===== src/asr_pkg.sv =====
/*
 asr_pkg: register map, field positions, sample points and state codes
 of the asynchronous serial receiver.
 assumes: compiled before asr_receiver; byte addresses on a 32-bit bus.
*/
package asr_pkg;
	////////////////////////////////////////////////////////////////////////
	// register byte offsets
	localparam logic [4:0] OFS_DATA = 5'h00;
	localparam logic [4:0] OFS_STAT = 5'h04;
	localparam logic [4:0] OFS_CTL1 = 5'h08;
	localparam logic [4:0] OFS_CTL2 = 5'h0c;
	localparam logic [4:0] OFS_MASK = 5'h10;
	////////////////////////////////////////////////////////////////////////
	// status: sticky flags, then read-only bits
	localparam int FLAG_W  = 4;
	localparam int F_FULL  = 0;
	localparam int F_NOISE = 1;
	localparam int F_FRAME = 2;
	localparam int F_IDLE  = 3;
	localparam int F_R8    = 4;
	localparam int F_BUSY  = 5;
	// control one and two
	localparam int C1_NINE = 0;
	localparam int C1_WAKE = 1;
	localparam int C1_IDLE_COUNT_TYPE = 2;
	localparam int C2_RWU  = 0;
	// reset values, and the all-high start-search history
	localparam logic [2:0] CTL1_RST = 3'h0;
	localparam logic [3:0] MASK_RST = 4'h0;
	localparam logic [2:0] HIST_HI  = 3'h7;
	////////////////////////////////////////////////////////////////////////
	// oversample tick positions inside one bit time, then last data bit indices
	localparam logic [4:0] RT_FIRST = 5'h01;
	localparam logic [4:0] RT_NEXT  = 5'h02;
	localparam logic [4:0] RT_S3    = 5'h03;
	localparam logic [4:0] RT_S5    = 5'h05;
	localparam logic [4:0] RT_S7    = 5'h07;
	localparam logic [4:0] RT_S8    = 5'h08;
	localparam logic [4:0] RT_S9    = 5'h09;
	localparam logic [4:0] RT_S10   = 5'h0a;
	localparam logic [4:0] RT_EARLY = 5'h04;
	localparam logic [4:0] RT_LATE  = 5'h0b;
	localparam logic [4:0] RT_LAST  = 5'h10;
	localparam logic [3:0] IDX_B8   = 4'h8;
	localparam logic [3:0] IDX_B9   = 4'h9;

	typedef enum logic {S_SEARCH = 1'b0, S_RECV = 1'b1} asr_state_e;
endpackage


===== src/asr_receiver.sv =====
/*
 asr_receiver: receive half of an asynchronous serial port with 16x
 oversampled start search, majority vote, noise and framing flags,
 receive buffer, standby with address-mark or idle-line wakeup, and an
 Avalon-MM slave with waitrequest for its registers.
 assumes: BAUD_TICK is a one-cycle pulse at 16x baud from an outside
 baud generator; RXD is raw from the pin; one clock MCLK.
*/
// Our own choices: the register offsets and the Avalon-MM interface to the registers.
// Operation
// - completed character data goes to receive buffer
// - buffer load sets full flag, irq if enabled
// - sample line at sixteen times baud rate
// - start: low after three highs, count ticks
// - start vote at 3,5,7; one high is noise
// - data bit majority of 8,9,10; disagreement noise
// - stop vote; low majority framing, disagreement noise
// - verified start kept; late highs set noise
// - framing error set together with full flag
// - resync tick count on falling edges mid-character
// - standby suppresses receiver interrupts
// - wake select: address mark or idle line
// - address mark ends standby, sets full flag
// - idle wake sets neither idle nor full
// - nine-bit mode puts ninth bit in status
// - idle count from start or stop bit
`timescale 1ns/1ps
module asr_receiver
	import asr_pkg::*;
(
	input  wire logic        MCLK,
	input  wire logic        RST_N,
	input  wire logic        BAUD_TICK,
	input  wire logic        RXD,
	input  wire logic [4:0]  AVS_ADDRESS,
	input  wire logic        AVS_READ,
	input  wire logic        AVS_WRITE,
	input  wire logic [31:0] AVS_WRITEDATA,
	output logic      [31:0] AVS_READDATA,
	output logic             AVS_WAITREQUEST,
	output logic             IRQ
);
	////////////////////////////////////////////////////////////////////////
	function automatic logic hit(input logic [4:0] a, input logic [4:0] o);
		return a == o;
	endfunction

	function automatic logic [1:0] ones3(input logic [2:0] v);
		return {1'b0, v[0]} + {1'b0, v[1]} + {1'b0, v[2]};
	endfunction

	logic             ack;
	logic [2:0]       ctl1;
	logic             receiver_wakeup_ctl;
	logic [3:0]       mask;
	logic [3:0]       flags;
	logic [7:0]       data_buf;
	logic             r8;
	logic             rx_s1;
	logic             rx;
	asr_state_e       state;
	logic [4:0]       rt;
	logic [3:0]       idx;
	logic [1:0]       smp;
	logic [2:0]       hist;
	logic [8:0]       sh;
	logic             noise_acc;
	logic [3:0]       run;
	logic [3:0]       idle_sub;
	logic [3:0]       idle_cnt;
	logic             idle_armed;
	logic [31:0]      rd_mux;
	logic [7:0]       next_buf;
	logic [3:0]       next_flags;

	////////////////////////////////////////////////////////////////////////
	// bus slave: one wait state, then the answer
	wire req    = AVS_READ | AVS_WRITE;
	wire wr_go  = AVS_WRITE & ack;
	wire wr_st  = wr_go & hit(AVS_ADDRESS, OFS_STAT);
	wire wr_c1  = wr_go & hit(AVS_ADDRESS, OFS_CTL1);
	wire wr_c2  = wr_go & hit(AVS_ADDRESS, OFS_CTL2);
	wire wr_msk = wr_go & hit(AVS_ADDRESS, OFS_MASK);
	assign AVS_WAITREQUEST = req & ~ack;

	assign rd_mux = hit(AVS_ADDRESS, OFS_DATA) ? {24'h0, data_buf}
		: hit(AVS_ADDRESS, OFS_STAT) ? {26'h0, state == S_RECV, r8, flags}
		: hit(AVS_ADDRESS, OFS_CTL1) ? {29'h0, ctl1}
		: hit(AVS_ADDRESS, OFS_CTL2) ? {31'h0, receiver_wakeup_ctl}
		: hit(AVS_ADDRESS, OFS_MASK) ? {28'h0, mask}
		: 32'h0;

	always_ff @(posedge MCLK or negedge RST_N)
	begin
		if (!RST_N)
		begin
			ack <= 1'b0;
			AVS_READDATA <= 32'h0;
		end
		else
		begin
			ack <= req & ~ack;
			if (AVS_READ & ~ack)
				AVS_READDATA <= rd_mux;
		end
	end

	////////////////////////////////////////////////////////////////////////
	// pin synchroniser; only rx is looked at
	always_ff @(posedge MCLK or negedge RST_N)
	begin
		if (!RST_N)
		begin
			rx_s1 <= 1'b1;
			rx <= 1'b1;
		end
		else
		begin
			rx_s1 <= RXD;
			rx <= rx_s1;
		end
	end

	////////////////////////////////////////////////////////////////////////
	// decode of the current sample
	wire       recv     = (state == S_RECV) & BAUD_TICK;
	wire [3:0] nb       = ctl1[C1_NINE] ? IDX_B9 : IDX_B8;
	wire [3:0] stop_idx = nb + 4'h1;
	wire       in_start = idx == 4'h0;
	wire       in_stop  = idx == stop_idx;
	wire       in_data  = ~in_start & ~in_stop;
	wire [2:0] vote     = {rx, smp[1], smp[0]};
	wire [1:0] n_one    = ones3(vote);
	wire       bit_val  = n_one >= 2'h2;
	wire       disagree = (vote != 3'h0) & (vote != 3'h7);

	wire start_edge  = (state == S_SEARCH) & BAUD_TICK & (hist == HIST_HI) & ~rx;
	wire chk_start   = recv & in_start & (rt == RT_S7);
	wire start_bad   = chk_start & bit_val;
	wire start_noisy = chk_start & (n_one == 2'h1);
	wire start_late  = recv & in_start & rx & (rt >= RT_S8) & (rt <= RT_S10);
	wire bit_done    = recv & ~in_start & (rt == RT_S10);
	wire data_done   = bit_done & in_data;
	wire stop_done   = bit_done & in_stop;
	wire edge_seen   = recv & in_data & hist[0] & ~rx;
	wire late_edge   = edge_seen & (rt >= RT_LATE) & (idx < nb);
	wire resync      = (edge_seen & (rt <= RT_EARLY)) | late_edge;

	// standby: only an address mark gets through
	wire wake_addr = receiver_wakeup_ctl & ctl1[C1_WAKE] & sh[8];
	wire accept    = ~receiver_wakeup_ctl | wake_addr;
	wire char_xfer = stop_done & accept;
	wire idle_hit  = (state == S_SEARCH) & BAUD_TICK & rx & idle_armed
		& (idle_sub == 4'hf) & (idle_cnt == stop_idx);
	wire idle_wake = idle_hit & receiver_wakeup_ctl & ~ctl1[C1_WAKE];

	////////////////////////////////////////////////////////////////////////
	// character sequencer
	always_ff @(posedge MCLK or negedge RST_N)
	begin
		if (!RST_N)
		begin
			state <= S_SEARCH;
			rt <= RT_FIRST;
			idx <= 4'h0;
		end
		else if (start_edge)
		begin
			state <= S_RECV;
			rt <= RT_NEXT;
			idx <= 4'h0;
		end
		else if (start_bad | stop_done)
		begin
			state <= S_SEARCH;
			rt <= RT_FIRST;
		end
		else if (resync)
		begin
			rt <= RT_NEXT;
			idx <= late_edge ? idx + 4'h1 : idx;
		end
		else if (recv)
		begin
			rt <= (rt == RT_LAST) ? RT_FIRST : rt + 5'h01;
			idx <= (rt == RT_LAST) ? idx + 4'h1 : idx;
		end
	end

	// sample history, votes and shift register
	always_ff @(posedge MCLK or negedge RST_N)
	begin
		if (!RST_N)
		begin
			hist <= 3'h0;
			smp <= 2'h0;
			sh <= 9'h0;
			noise_acc <= 1'b0;
			run <= 4'h0;
		end
		else if (BAUD_TICK)
		begin
			hist <= {hist[1:0], rx};
			if (rt == RT_S3 || rt == RT_S8)
				smp[0] <= rx;
			if (rt == RT_S5 || rt == RT_S9)
				smp[1] <= rx;
			if (start_edge)
				noise_acc <= 1'b0;
			else if (start_noisy | start_late | (data_done & disagree))
				noise_acc <= 1'b1;
			if (data_done)
			begin
				sh <= {bit_val, sh[8:1]};
				run <= bit_val ? run + 4'h1 : 4'h0;
			end
			else if (start_edge)
				run <= 4'h0;
		end
	end

	////////////////////////////////////////////////////////////////////////
	// idle line detection; count is in whole bit times of high line
	always_ff @(posedge MCLK or negedge RST_N)
	begin
		if (!RST_N)
		begin
			idle_sub <= 4'h0;
			idle_cnt <= 4'h0;
			idle_armed <= 1'b1;
		end
		else
		begin
			if (stop_done)
			begin
				idle_sub <= 4'h0;
				idle_cnt <= (ctl1[C1_IDLE_COUNT_TYPE] | ~bit_val) ? 4'h0 : run + 4'h1;
			end
			else if ((state == S_SEARCH) & BAUD_TICK)
			begin
				idle_sub <= rx ? idle_sub + 4'h1 : 4'h0;
				if (~rx)
					idle_cnt <= 4'h0;
				else if (idle_sub == 4'hf && idle_cnt != 4'hf)
					idle_cnt <= idle_cnt + 4'h1;
			end
			if (chk_start & ~bit_val)
				idle_armed <= 1'b1;
			else if (idle_hit)
				idle_armed <= 1'b0;
		end
	end

	////////////////////////////////////////////////////////////////////////
	// buffer, flags and control; a flag set beats a clear in one cycle
	assign next_buf = ctl1[C1_NINE] ? sh[7:0] : sh[8:1];
	assign next_flags = (flags & ~(wr_st ? AVS_WRITEDATA[3:0] : 4'h0))
		| {idle_hit & ~receiver_wakeup_ctl, char_xfer & ~bit_val,
		char_xfer & (noise_acc | disagree), char_xfer};

	always_ff @(posedge MCLK or negedge RST_N)
	begin
		if (!RST_N)
		begin
			flags <= 4'h0;
			data_buf <= 8'h0;
			r8 <= 1'b0;
			ctl1 <= CTL1_RST;
			mask <= MASK_RST;
			receiver_wakeup_ctl <= 1'b0;
		end
		else
		begin
			flags <= next_flags;
			if (char_xfer)
			begin
				data_buf <= next_buf;
				r8 <= ctl1[C1_NINE] & sh[8];
			end
			if (wr_c1)
				ctl1 <= AVS_WRITEDATA[2:0];
			if (wr_msk)
				mask <= AVS_WRITEDATA[3:0];
			// a wake must not be lost to a write in the same cycle
			if ((stop_done & wake_addr) | idle_wake)
				receiver_wakeup_ctl <= 1'b0;
			else if (wr_c2)
				receiver_wakeup_ctl <= AVS_WRITEDATA[C2_RWU];
		end
	end

	assign IRQ = |(flags & mask) & ~receiver_wakeup_ctl;
endmodule


===== config.mk =====
export PLATFORM = sky130hd
export DESIGN_NAME = asr_receiver
export DESIGN_NICKNAME = d
export VERILOG_FILES = /design/src/asr_pkg.sv /design/src/asr_receiver.sv
export SDC_FILE = /design/constraint.sdc
export NUM_CORES = 1
export LEC_CHECK = 0
export BUFFER_PORTS_ARGS = -buffer_cell sky130_fd_sc_hd__buf_2
export CAP_MARGIN = 30
export CELL_PAD_IN_SITES_DETAIL_PLACEMENT = 0
export CELL_PAD_IN_SITES_GLOBAL_PLACEMENT = 2
export CORE_MARGIN = 5
export CORE_UTILIZATION = 38
export CTS_BUF_LIST = sky130_fd_sc_hd__clkbuf_2 sky130_fd_sc_hd__clkbuf_4 sky130_fd_sc_hd__clkbuf_8
export DETAILED_ROUTE_END_ITERATION = 6
export PLACE_DENSITY_LB_ADDON = 0.1
export SLEW_MARGIN = 15
export SYNTH_ARGS = -nofsm -noshare
export SYNTH_HDL_FRONTEND = slang
export SYNTH_SLANG_ARGS = --single-unit

===== constraint.sdc =====
create_clock -name MCLK -period 3.85 [get_ports MCLK]
set_input_delay 0.385 -clock MCLK [delete_from_list [all_inputs] [get_ports MCLK]]
set_output_delay 0.385 -clock MCLK [all_outputs]
set_load 0.1 [all_outputs]

# Word level (Yosys, flattened, before mapping)
# Cells that the tools add are included.
dict set report totals {
  reg_bits 94
  in_bits 43
  output_inout_bits 34
  word_cells 186
}
dict set report classes {
  n_addsub 8
  n_lt_le_gt_ge 6
  n_eq_ne 21
  mux 38
  n_bitwise 68
  n_reduce_logical 23
}
# operator count
set ops {}
lappend ops {{4-bit 2-to-1 mux} 21}
lappend ops {{1-bit bitwise AND} 47}
lappend ops {{5-bit by 4-bit == test with 1-bit output (second input constant)} 5}
lappend ops {{5-bit 2-to-1 mux} 5}
lappend ops {{4-bit by 1-bit adder with 4-bit output (second input constant)} 5}
lappend ops {{8-bit 2-to-1 mux} 2}
lappend ops {{5-bit by 3-bit == test with 1-bit output (second input constant)} 3}
lappend ops {{2-bit AND reduction} 6}
lappend ops {{2-bit nonzero test} 6}
lappend ops {{5-bit == test (second input constant)} 2}
lappend ops {{5-bit by 4-bit >= comparator with 1-bit output (second input constant)} 2}
lappend ops {{1-bit 2-to-1 mux} 9}
lappend ops {{1-bit OR} 9}
lappend ops {{3-bit nonzero test} 3}
lappend ops {{4-bit bitwise AND} 2}
lappend ops {{4-bit == test} 2}
lappend ops {{1-bit NOT} 8}
lappend ops {{6-bit 2-to-1 mux} 1}
lappend ops {{3-bit inequality test (second input constant)} 2}
lappend ops {{5-bit by 1-bit adder with 5-bit output (second input constant)} 1}
lappend ops {{5-bit by 2-bit == test with 1-bit output (second input constant)} 1}
lappend ops {{5-bit by 3-bit <= comparator with 1-bit output (second input constant)} 1}
lappend ops {{5-bit by 4-bit <= comparator with 1-bit output (second input constant)} 1}
lappend ops {{5-bit zero test} 1}
lappend ops {{18 further kinds} 19}

# Logic depth before layout (Yosys ltp)
# Gate-level depths: netlist of the first run.
dict set report depth {
  ltp_word 14
  depth_mapped 8
  ltp_nobuf 7
}

# Least setup slack after synthesis of the first run
# Ideal clock, no wire load.
dict set report synth_timing {
  path_kind {reg-to-output}
  from {register flags[1]}
  to {output IRQ}
  t_arrival_ns 1.917
  required_time_ns 3.465
  slack_ns 1.548
  path_stages_with_launch 3
  path_buffers 0
  path_cell_list {dfrtp_1 -> a22oi_1 -> a21oi_1}
}
dict set report synth_between {
  elab_chain_cells 3
}
# item line
set synth_rtl {}
lappend synth_rtl {{start: declaration} asr_receiver.sv:56} ;# logic [3:0] flags;
lappend synth_rtl {{start signal: assignment} asr_receiver.sv:274} ;# flags <= next_flags;
lappend synth_rtl {{4-bit bitwise AND} asr_receiver.sv:292} ;# assign IRQ = |(flags & mask) & ~receiver_wakeup_ctl;
lappend synth_rtl {{4-bit OR reduction} asr_receiver.sv:292}
lappend synth_rtl {{1-bit bitwise AND} asr_receiver.sv:292}
lappend synth_rtl {{end: declaration} asr_receiver.sv:41} ;# output logic IRQ
# No other way between the ends.

# Final worst setup path of the first run
dict set report layout_timing {
  from {register ctl1[0]}
  to {register data_buf[1]}
}
dict set report layout_between {
  elab_chain_cells 5
  word_cells_on_any_way 6
  cone_classes {add/sub (1); eq/ne (1); mux (2); bitwise (2)}
}
# item line
set layout_rtl {}
lappend layout_rtl {{start: declaration} asr_receiver.sv:53} ;# logic [2:0] ctl1;
lappend layout_rtl {{start signal: assignment} asr_receiver.sv:281} ;# ctl1 <= AVS_WRITEDATA[2:0];
lappend layout_rtl {{1-bit 2-to-1 mux} asr_receiver.sv:127} ;# wire [3:0] nb = ctl1[C1_NINE] ? IDX_B9 : IDX_B8;
lappend layout_rtl {{4-bit by 1-bit adder with 4-bit output} asr_receiver.sv:128} ;# wire [3:0] stop_idx = nb + 4'h1;
lappend layout_rtl {{4-bit == test} asr_receiver.sv:130} ;# wire in_stop = idx == stop_idx;
lappend layout_rtl {{1-bit bitwise AND} asr_receiver.sv:144} ;# wire stop_done = bit_done & in_stop;
lappend layout_rtl {{1-bit bitwise AND} asr_receiver.sv:152} ;# wire char_xfer = stop_done & accept;
lappend layout_rtl {{end signal: assignment} asr_receiver.sv:277} ;# data_buf <= next_buf;
lappend layout_rtl {{end: declaration} asr_receiver.sv:57} ;# logic [7:0] data_buf;
# Parallel ways exist; a longest one is shown, timed or not.
# A chain may end at the register's enable or synchronous reset.

==> impl_metrics.py, run 1 <==
metrics = {
    "timing": {
        "hold_ws_ns": 0.142,
        "hold_viol_final": 0,
        "final_max_slew_viol_count": 0,
        "finClkSkew_ns": 0.00771,
        "relSlewSlack_pct": 49.0,
        "period_minus_slack_ns": 2.88,
        "fmaxAchievable_mhz": 347,
        "setup_viol": 0,
        "timing.final.crit_share_pct": 74.8,
        "rsz0062_at_grt": "false",
        "worst_slack_ns": 0.970,
        "tightest_slew_ns": 0.764,
        "fin_tns_setup_ns": 0,
    },
    "routing": {
        "dr.max_layer_used": "met4",
        "dr.pass1.iters": 5,
        "ant_nets": 0,
        "vias": 2919,
        "drt-total-wl_mm": 8.85,
        "wl_met1_mm": 4.58,
        "drc": 0,
        "drt_iter0_markers": 142,
        "viasPerCell": 5.12,
        "route.met3.wl_um": 346,
        "dr_wl_met2_mm": 3.87,
        "wire_per_inst_um": 15.5,
    },
    "logic_synthesis": {
        "synth-main-ff-cell": "dfrtp_1",
        "yosys_warnings": 0,
        "seq_area_frac_synth_pct": 44.8,
        "synthCells": 403,
        "synth-edff-count": 0,
        "yosysUniqueCellTypes": 64,
        "synth_area_sq_mm": 0.00392,
        "ys_ff_latch": 70,
        "yosysTopAreaCell": "dfrtp_1",
        "synth_top_area_share_pct": 42.1,
        "yosys-top-cells-area": "dfrtp_1 42%, mux2_2 6.3%, nand2_1 5.6%",
        "synthArstFlopShare_pct": 100,
        "avgSynthCellArea_sq_um": 9.73,
    },
    "job": {
        "cap_viol_max_count": 0,
    },
    "final_layout": {
        "stdcell_area_sq_mm": 0.00433,
        "antennaDiodeCount": 0,
        "final_layout_size_suffix_gt1_share_pct": 19.8,
        "final_core_util_pct": 42.5,
        "fill_cells": 1029,
        "multi_input_area_sq_mm": 0.00195,
        "final_nets": 482,
        "area_growth_pct": 10.3,
        "fin_cells": 570,
        "seq_area_sq_mm": 0.00176,
    },
    "critical_path": {
        "cp_data_required_time_ns": 4.08,
        "worst-r2r-cell-count": 6,
        "crit_fanout": 12,
        "critPathLaunch": "ctl1[0]",
        "end_kind": "flip-flop",
        "crit-reg2reg-capture": "data_buf[1]",
        "critPathKind": "flip-flop to flip-flop",
        "worstReg2RegStart": "ctl1[0]",
        "worstSetupStartpointType": "flip-flop",
        "r2r_slack_ns": 0.97,
        "arrival_ns": 3.11,
    },
    "global_routing": {
        "grt_max_degree": 37,
        "antenna_found_initial": 0,
        "grt_usage_pct": 14.8,
        "grt_pass1_vias": 2849,
        "overflow": 0,
        "grt_pass1_wl_mm": 14.9,
    },
    "floorplanning": {
        "die_y_um": 112,
        "die_x_um": 112,
        "io-pin-count": 77,
        "die_area_sq_mm": 0.0125,
        "core_area_sq_mm": 0.0102,
        "fp-row-count": 37,
        "start_util_pct": 38.5,
    },
    "run_status": {
        "outcome": "finished, final reports clean",
    },
    "clock_tree": {
        "clk_latency_ns": 0.34,
        "clk_pin_slew_ns": 0.08,
        "cts-resized-gates": 0,
        "clockRootBuffer": "clkbuf_8",
        "numCtsBuffers": 9,
        "cts_hold_buf": 0,
        "cts_max_level": 3,
        "clock_sinks": 70,
        "clockBufferDepth": 2,
        "cts_setup_buffers": 0,
        "cts_tree": "yes",
    },
    "pwr": {
        "fin_total_pwr_mw": 2.41,
        "power_leakage_nw": 2.03,
        "powerDensity_mw_per_mm2": 557,
        "vdd.ir_drop.worst_mv": 0.264,
    },
    "placement": {
        "dp.cells": 552,
        "place.port_buffers": 24,
        "hpwl_mm": 6.43,
        "gp_congestion": 0.761,
        "placed_cell_area_sq_mm": 0.00407,
        "dp_worst_setup_slack_ns": 0.977,
    },
    "worst_hold_path": {
        "min_path_type": "input port to flip-flop",
        "whs_path_depth": 1,
        "hold_end": "rx_s1",
        "worstHoldStart": "RXD",
    },
}
==> sequential cells by signal, summed over array words and instances (netlist names), 2 cells and up <==
| signal | cells |
|---|---|
| sh | 9 |
| AVS_READDATA | 8 |
| rt | 5 |
| data_buf | 8 |
| idle_sub | 4 |
| hist | 3 |
| idle_cnt | 4 |
| ctl1 | 3 |
| flags | 4 |
| smp | 2 |
| mask | 4 |
| run | 4 |
| idx | 4 |
==> synth_stat cells, types with 4 or more instances <==
| cell | number |
|---|---|
| dfrtp_1 | 66 |
| a31oi_1 | 4 |
| nor2_1 | 25 |
| buf_4 | 26 |
| dfstp_2 | 4 |
| o21ai_0 | 18 |
| ha_1 | 9 |
| nand2_1 | 59 |
| nor3_1 | 15 |
| mux2_2 | 22 |
| inv_1 | 9 |
| nor3b_1 | 4 |
| a21oi_1 | 15 |
| xor2_1 | 4 |
| and3_1 | 5 |
| nand2b_1 | 12 |
| clkbuf_1 | 8 |
| nand3_1 | 15 |
| mux2_4 | 6 |
==> cell type report <==
| type | instances | area share (%) |
|---|---|---|
| clock inverter | 7 | 2.26 |
| clock buffer | 9 | 2.86 |
| multi-input combinational | 308 | 45.1 |
| sequential | 70 | 40.6 |
| timing repair buffer | 31 | 4.51 |
| inverter | 9 | 0.781 |
| tap | 136 | 3.93 |
==> where the power goes <==
part	internal, mW	total (mW)	switching, mW
registers	0.871	1.05	0.177
clock network	0.367	0.661	0.295
logic	0.245	0.702	0.458
total	1.48	2.41	0.929
==> placed cells by master (no fill, tap or decap), types with 6 or more instances in the layout <==
master,instances
a21oi_1,15
buf_2,24
clkbuf_8,9
conb_1,24
dfrtp_1,66
ha_1,9
inv_1,9
mux2_2,22
mux2_4,6
nand2_1,59
nand2b_1,12
nand3_1,15
nor2_1,25
nor3_1,15
o21ai_0,18
==> critical path: stages, from the launching register on <==
cell and delay [ns]:
dfrtp_1 0.50, buf_4 0.23, xor2_1 0.17, or4b_2 0.70
nor2_2 0.28, nand2_1 0.44, mux2_4 0.43
==> per-layer routing <==
metal  track usage, %  vias to the layer above
met4             4.30                        0
met1             21.7                     1419
met2             21.9                       52
met5                0                        -
li1                 -                     1444
met3             3.15                        4
==> kinds of logic (layout without fill, tap and decap cells) <==
group | after synthesis | in the layout | synth area share (%)
xor gates and xnor gates | 6 | 6 | 1.34
muxes | 31 | 31 | 9.38
other | 1 | 24 | 0.0956
buffers and inverters | 48 | 56 | 7.69
and+or+nand+nor | 166 | 166 | 21.3
adders and majority gates | 10 | 10 | 3.38
AOI/OAI and AO/OA | 71 | 71 | 12.0
DFF | 70 | 70 | 44.8
==> worst max path at each step <==
stage / to / depth (start not counted)
finish: data_buf[1] / 6
detailed placement: data_buf[1] / 6
floorplan: IRQ / 2
CTS: data_buf[0] / 6
global placement: data_buf[6] / 6
global route: data_buf[1] / 6
No activity file was read; power rests on OpenSTA's default activity.
==> run 2, diff against run 1 <==
--- a/config.mk
+++ b/config.mk
@@ -5,12 +5,13 @@
 export SDC_FILE = /design/constraint.sdc
 export NUM_CORES = 1
 export LEC_CHECK = 0
+export ABC_AREA = 1
 export BUFFER_PORTS_ARGS = -buffer_cell sky130_fd_sc_hd__buf_2
 export CAP_MARGIN = 30
 export CELL_PAD_IN_SITES_DETAIL_PLACEMENT = 0
 export CELL_PAD_IN_SITES_GLOBAL_PLACEMENT = 2
 export CORE_MARGIN = 5
-export CORE_UTILIZATION = 38
+export CORE_UTILIZATION = 33
 export CTS_BUF_LIST = sky130_fd_sc_hd__clkbuf_2 sky130_fd_sc_hd__clkbuf_4 sky130_fd_sc_hd__clkbuf_8
 export DETAILED_ROUTE_END_ITERATION = 6
 export PLACE_DENSITY_LB_ADDON = 0.1
==> constraint.sdc (replaced) <==
create_clock -name MCLK -period 3 [get_ports MCLK]
set_input_delay 0.3 -clock MCLK [delete_from_list [all_inputs] [get_ports MCLK]]
set_output_delay 0.3 -clock MCLK [all_outputs]
set_load 0.1 [all_outputs]
==> impl_metrics.py, run 2 <==
metrics = {
    "clock_tree": {
        "cts_tree": "yes",
        "clockBufferDepth": 2,
        "cts_setup_buffers": 0,
        "cts-resized-gates": 0,
        "cts_hold_buf": 0,
        "clockRootBuffer": "clkbuf_8",
        "numCtsBuffers": 9,
        "clk_latency_ns": 0.36,
        "clock_sinks": 70,
        "clk_pin_slew_ns": 0.08,
        "cts_max_level": 3,
    },
    "logic_synthesis": {
        "synth-main-ff-cell": "dfrtp_1",
        "yosysMostFrequentCell": "nand2_1",
        "ys_ff_latch": 70,
        "seq_area_frac_synth_pct": 44.2,
        "yosys-top-cells-area": "dfrtp_1 42%, nand2_1 12%, inv_1 5.8%",
        "yosysTopAreaCell": "dfrtp_1",
        "yosys_warnings": 0,
        "yosysUniqueCellTypes": 43,
        "synth_area_sq_mm": 0.00398,
        "avgSynthCellArea_sq_um": 7.91,
        "synthArstFlopShare_pct": 100,
        "synthCells": 503,
        "synth-edff-count": 0,
        "synth_top_area_share_pct": 41.5,
        "synth_commonest_cells": "127 x nand2_1, 66 x dfrtp_1, 61 x inv_1, 44 x o21ai_0, 35 x nor2_1",
    },
    "global_routing": {
        "grt_pass1_vias": 2986,
        "grt_usage_pct": 13.8,
        "grt_pass1_wl_mm": 15.5,
        "grt_max_degree": 30,
        "overflow": 0,
        "antenna_found_initial": 0,
    },
    "pwr": {
        "power_frac_seq_pct": 41.5,
        "p_sw_share_pct": 40.7,
        "clockPowerShare_pct": 27.0,
        "p_switching_mw": 1.34,
        "power_leakage_nw": 2.23,
        "vdd.ir_drop.worst_mv": 0.510,
        "powerDensity_mw_per_mm2": 752,
        "p_int_mw": 1.96,
        "pwr-share-comb_pct": 31.6,
        "fin_total_pwr_mw": 3.31,
    },
    "final_layout": {
        "stdcell_area_sq_mm": 0.00440,
        "layout_commonest_cell": "nand2_1",
        "final_nets": 585,
        "fill_cells": 1296,
        "final_layout_size_suffix_gt1_share_pct": 13.2,
        "largest_register_ffs": 9,
        "antennaDiodeCount": 0,
        "reg.largest.list": "sh (9), AVS_READDATA (8), data_buf (8)",
        "regMostFlops": "sh",
        "layout_common_cells": "127 x nand2_1, 66 x dfrtp_1, 61 x inv_1",
        "area_growth_pct": 10.5,
    },
    "floorplanning": {
        "start_util_pct": 33.4,
        "die_x_um": 120,
        "io-pin-count": 77,
        "fp-row-count": 40,
        "die_area_sq_mm": 0.0143,
        "die_y_um": 120,
        "core_area_sq_mm": 0.0119,
    },
    "critical_path": {
        "cp_data_required_time_ns": 3.26,
        "critPathKind": "flip-flop to flip-flop",
        "r2r_slack_ns": 0.83,
        "crit-reg2reg-capture": "idle_cnt[2]",
        "worstPathCellList": "ha_1 > inv_1 > nand2_1 > nor2_4 > nand3_4 > nand2_1 > nand2_1 > nand2_1 > nand2_1",
        "crit_top_cell": "nand2_1",
        "slowest_delay_ns": 0.64,
        "worstSetupStartpointType": "flip-flop",
        "arrival_ns": 2.43,
        "worstReg2RegStart": "ctl1[0]",
        "crit_fanout": 13,
        "critPathLaunch": "ctl1[0]",
        "worst-r2r-cell-count": 9,
        "cp_slowest_cell": "dfrtp_1",
        "end_kind": "flip-flop",
    },
    "timing": {
        "hold_viol_final": 21,
        "final_max_slew_viol_count": 0,
        "tightest_slew_ns": 0.732,
        "finClkSkew_ns": 0.0103,
        "fmaxAchievable_mhz": 461,
        "hold_ws_ns": -0.0102,
        "setup_viol": 0,
        "period_minus_slack_ns": 2.17,
        "worst_slack_ns": 0.828,
        "rsz0062_at_grt": "false",
        "timing.final.crit_share_pct": 72.4,
        "fin_tns_setup_ns": 0,
        "relSlewSlack_pct": 51.2,
    },
    "placement": {
        "dp_worst_setup_slack_ns": 0.802,
        "place.port_buffers": 24,
        "gp_congestion": 0.770,
        "hpwl_mm": 7.12,
        "placed_cell_area_sq_mm": 0.00417,
    },
    "routing": {
        "wire_per_inst_um": 13.9,
        "dr.pass1.iters": 5,
        "viasPerCell": 4.60,
        "drt_iter0_markers": 160,
        "drt-total-wl_mm": 9.48,
        "drc": 0,
        "ant_nets": 0,
        "vias": 3146,
    },
    "run_status": {
        "outcome": "complete, but fails checks",
        "violations": "negative hold slack",
    },
    "worst_hold_path": {
        "min_path_type": "input port to async pin",
    },
    "job": {
        "cap_viol_max_count": 0,
    },
}
==> run 2: worst max-delay path by stage <==
stage                              to  depth (start not counted)
after floorplan                   IRQ                          4
after global placement    idle_cnt[0]                          9
after detailed placement  idle_cnt[0]                          9
after CTS                 idle_cnt[0]                          9
after global routing      idle_cnt[2]                          9
final                     idle_cnt[2]                          9
==> run 2: power groups by stage <==
| stage | registers, mW | clock network (mW) | logic (mW) |
|---|---|---|---|
| 6_report | 1.37 | 0.891 | 1.04 |
| 5_1_grt | 1.40 | 0.972 | 1.19 |
| 4_1_cts | 1.37 | 0.926 | 1.06 |
| 3_5_place_dp | 1.39 | 0 | 1.06 |
| 3_3_place_gp | 1.39 | 0 | 1.05 |
| 2_1_floorplan | 1.35 | 0 | 0.875 |
==> run 2: worst max-delay path, delay by kind of cell (launching register included) <==
kind	cells	cell delay, ns
fa+ha+maj	1	0.31
flops	1	0.64
buf+inv	1	0.07
simple gates	7	1.05
==> run 2: final cells by class <==
class | instances | area [sq um] | area share, %
Tap cell | 147 | 184 | 4.18
Multi-Input combinational cell | 357 | 1810 | 41.2
Inverter | 65 | 245 | 5.58
Sequential cell | 70 | 1760 | 40.0
Timing Repair Buffer | 29 | 170 | 3.87
Clock buffer | 11 | 145 | 3.30
Clock inverter | 5 | 82.6 | 1.88
==> run 2: kinds of logic after synthesis <==
kind of cell	Yosys count	synth area share, %
xor gates and xnor gates	9	1.98
DFF	70	44.2
AOI/OAI and AO/OA	86	12.3
muxes	2	0.535
adders and majority gates	10	3.34
buffers and inverters	99	12.4
other	1	0.0943
and+or+nand+nor	226	25.1
==> run 2: layer usage <==
metal	track usage [%]	vias up	routed length, um
li1	-	1644	-
met1	17.7	1450	4550
met2	22.5	45	4500
met3	4.29	7	333
met4	3.65	0	85
met5	0	-	0
==> run 2: per-stage QoR <==
stage,utilization [%],hold slack [ns],cells
6_report,36.9,-0.0102,684
5_1_grt,36.9,0.0132,684
4_1_cts,36.9,0.00238,684
3_5_place_dp,35.0,0.347,668
3_3_place_gp,35.0,0.345,668
2_1_floorplan,-,0.00441,526
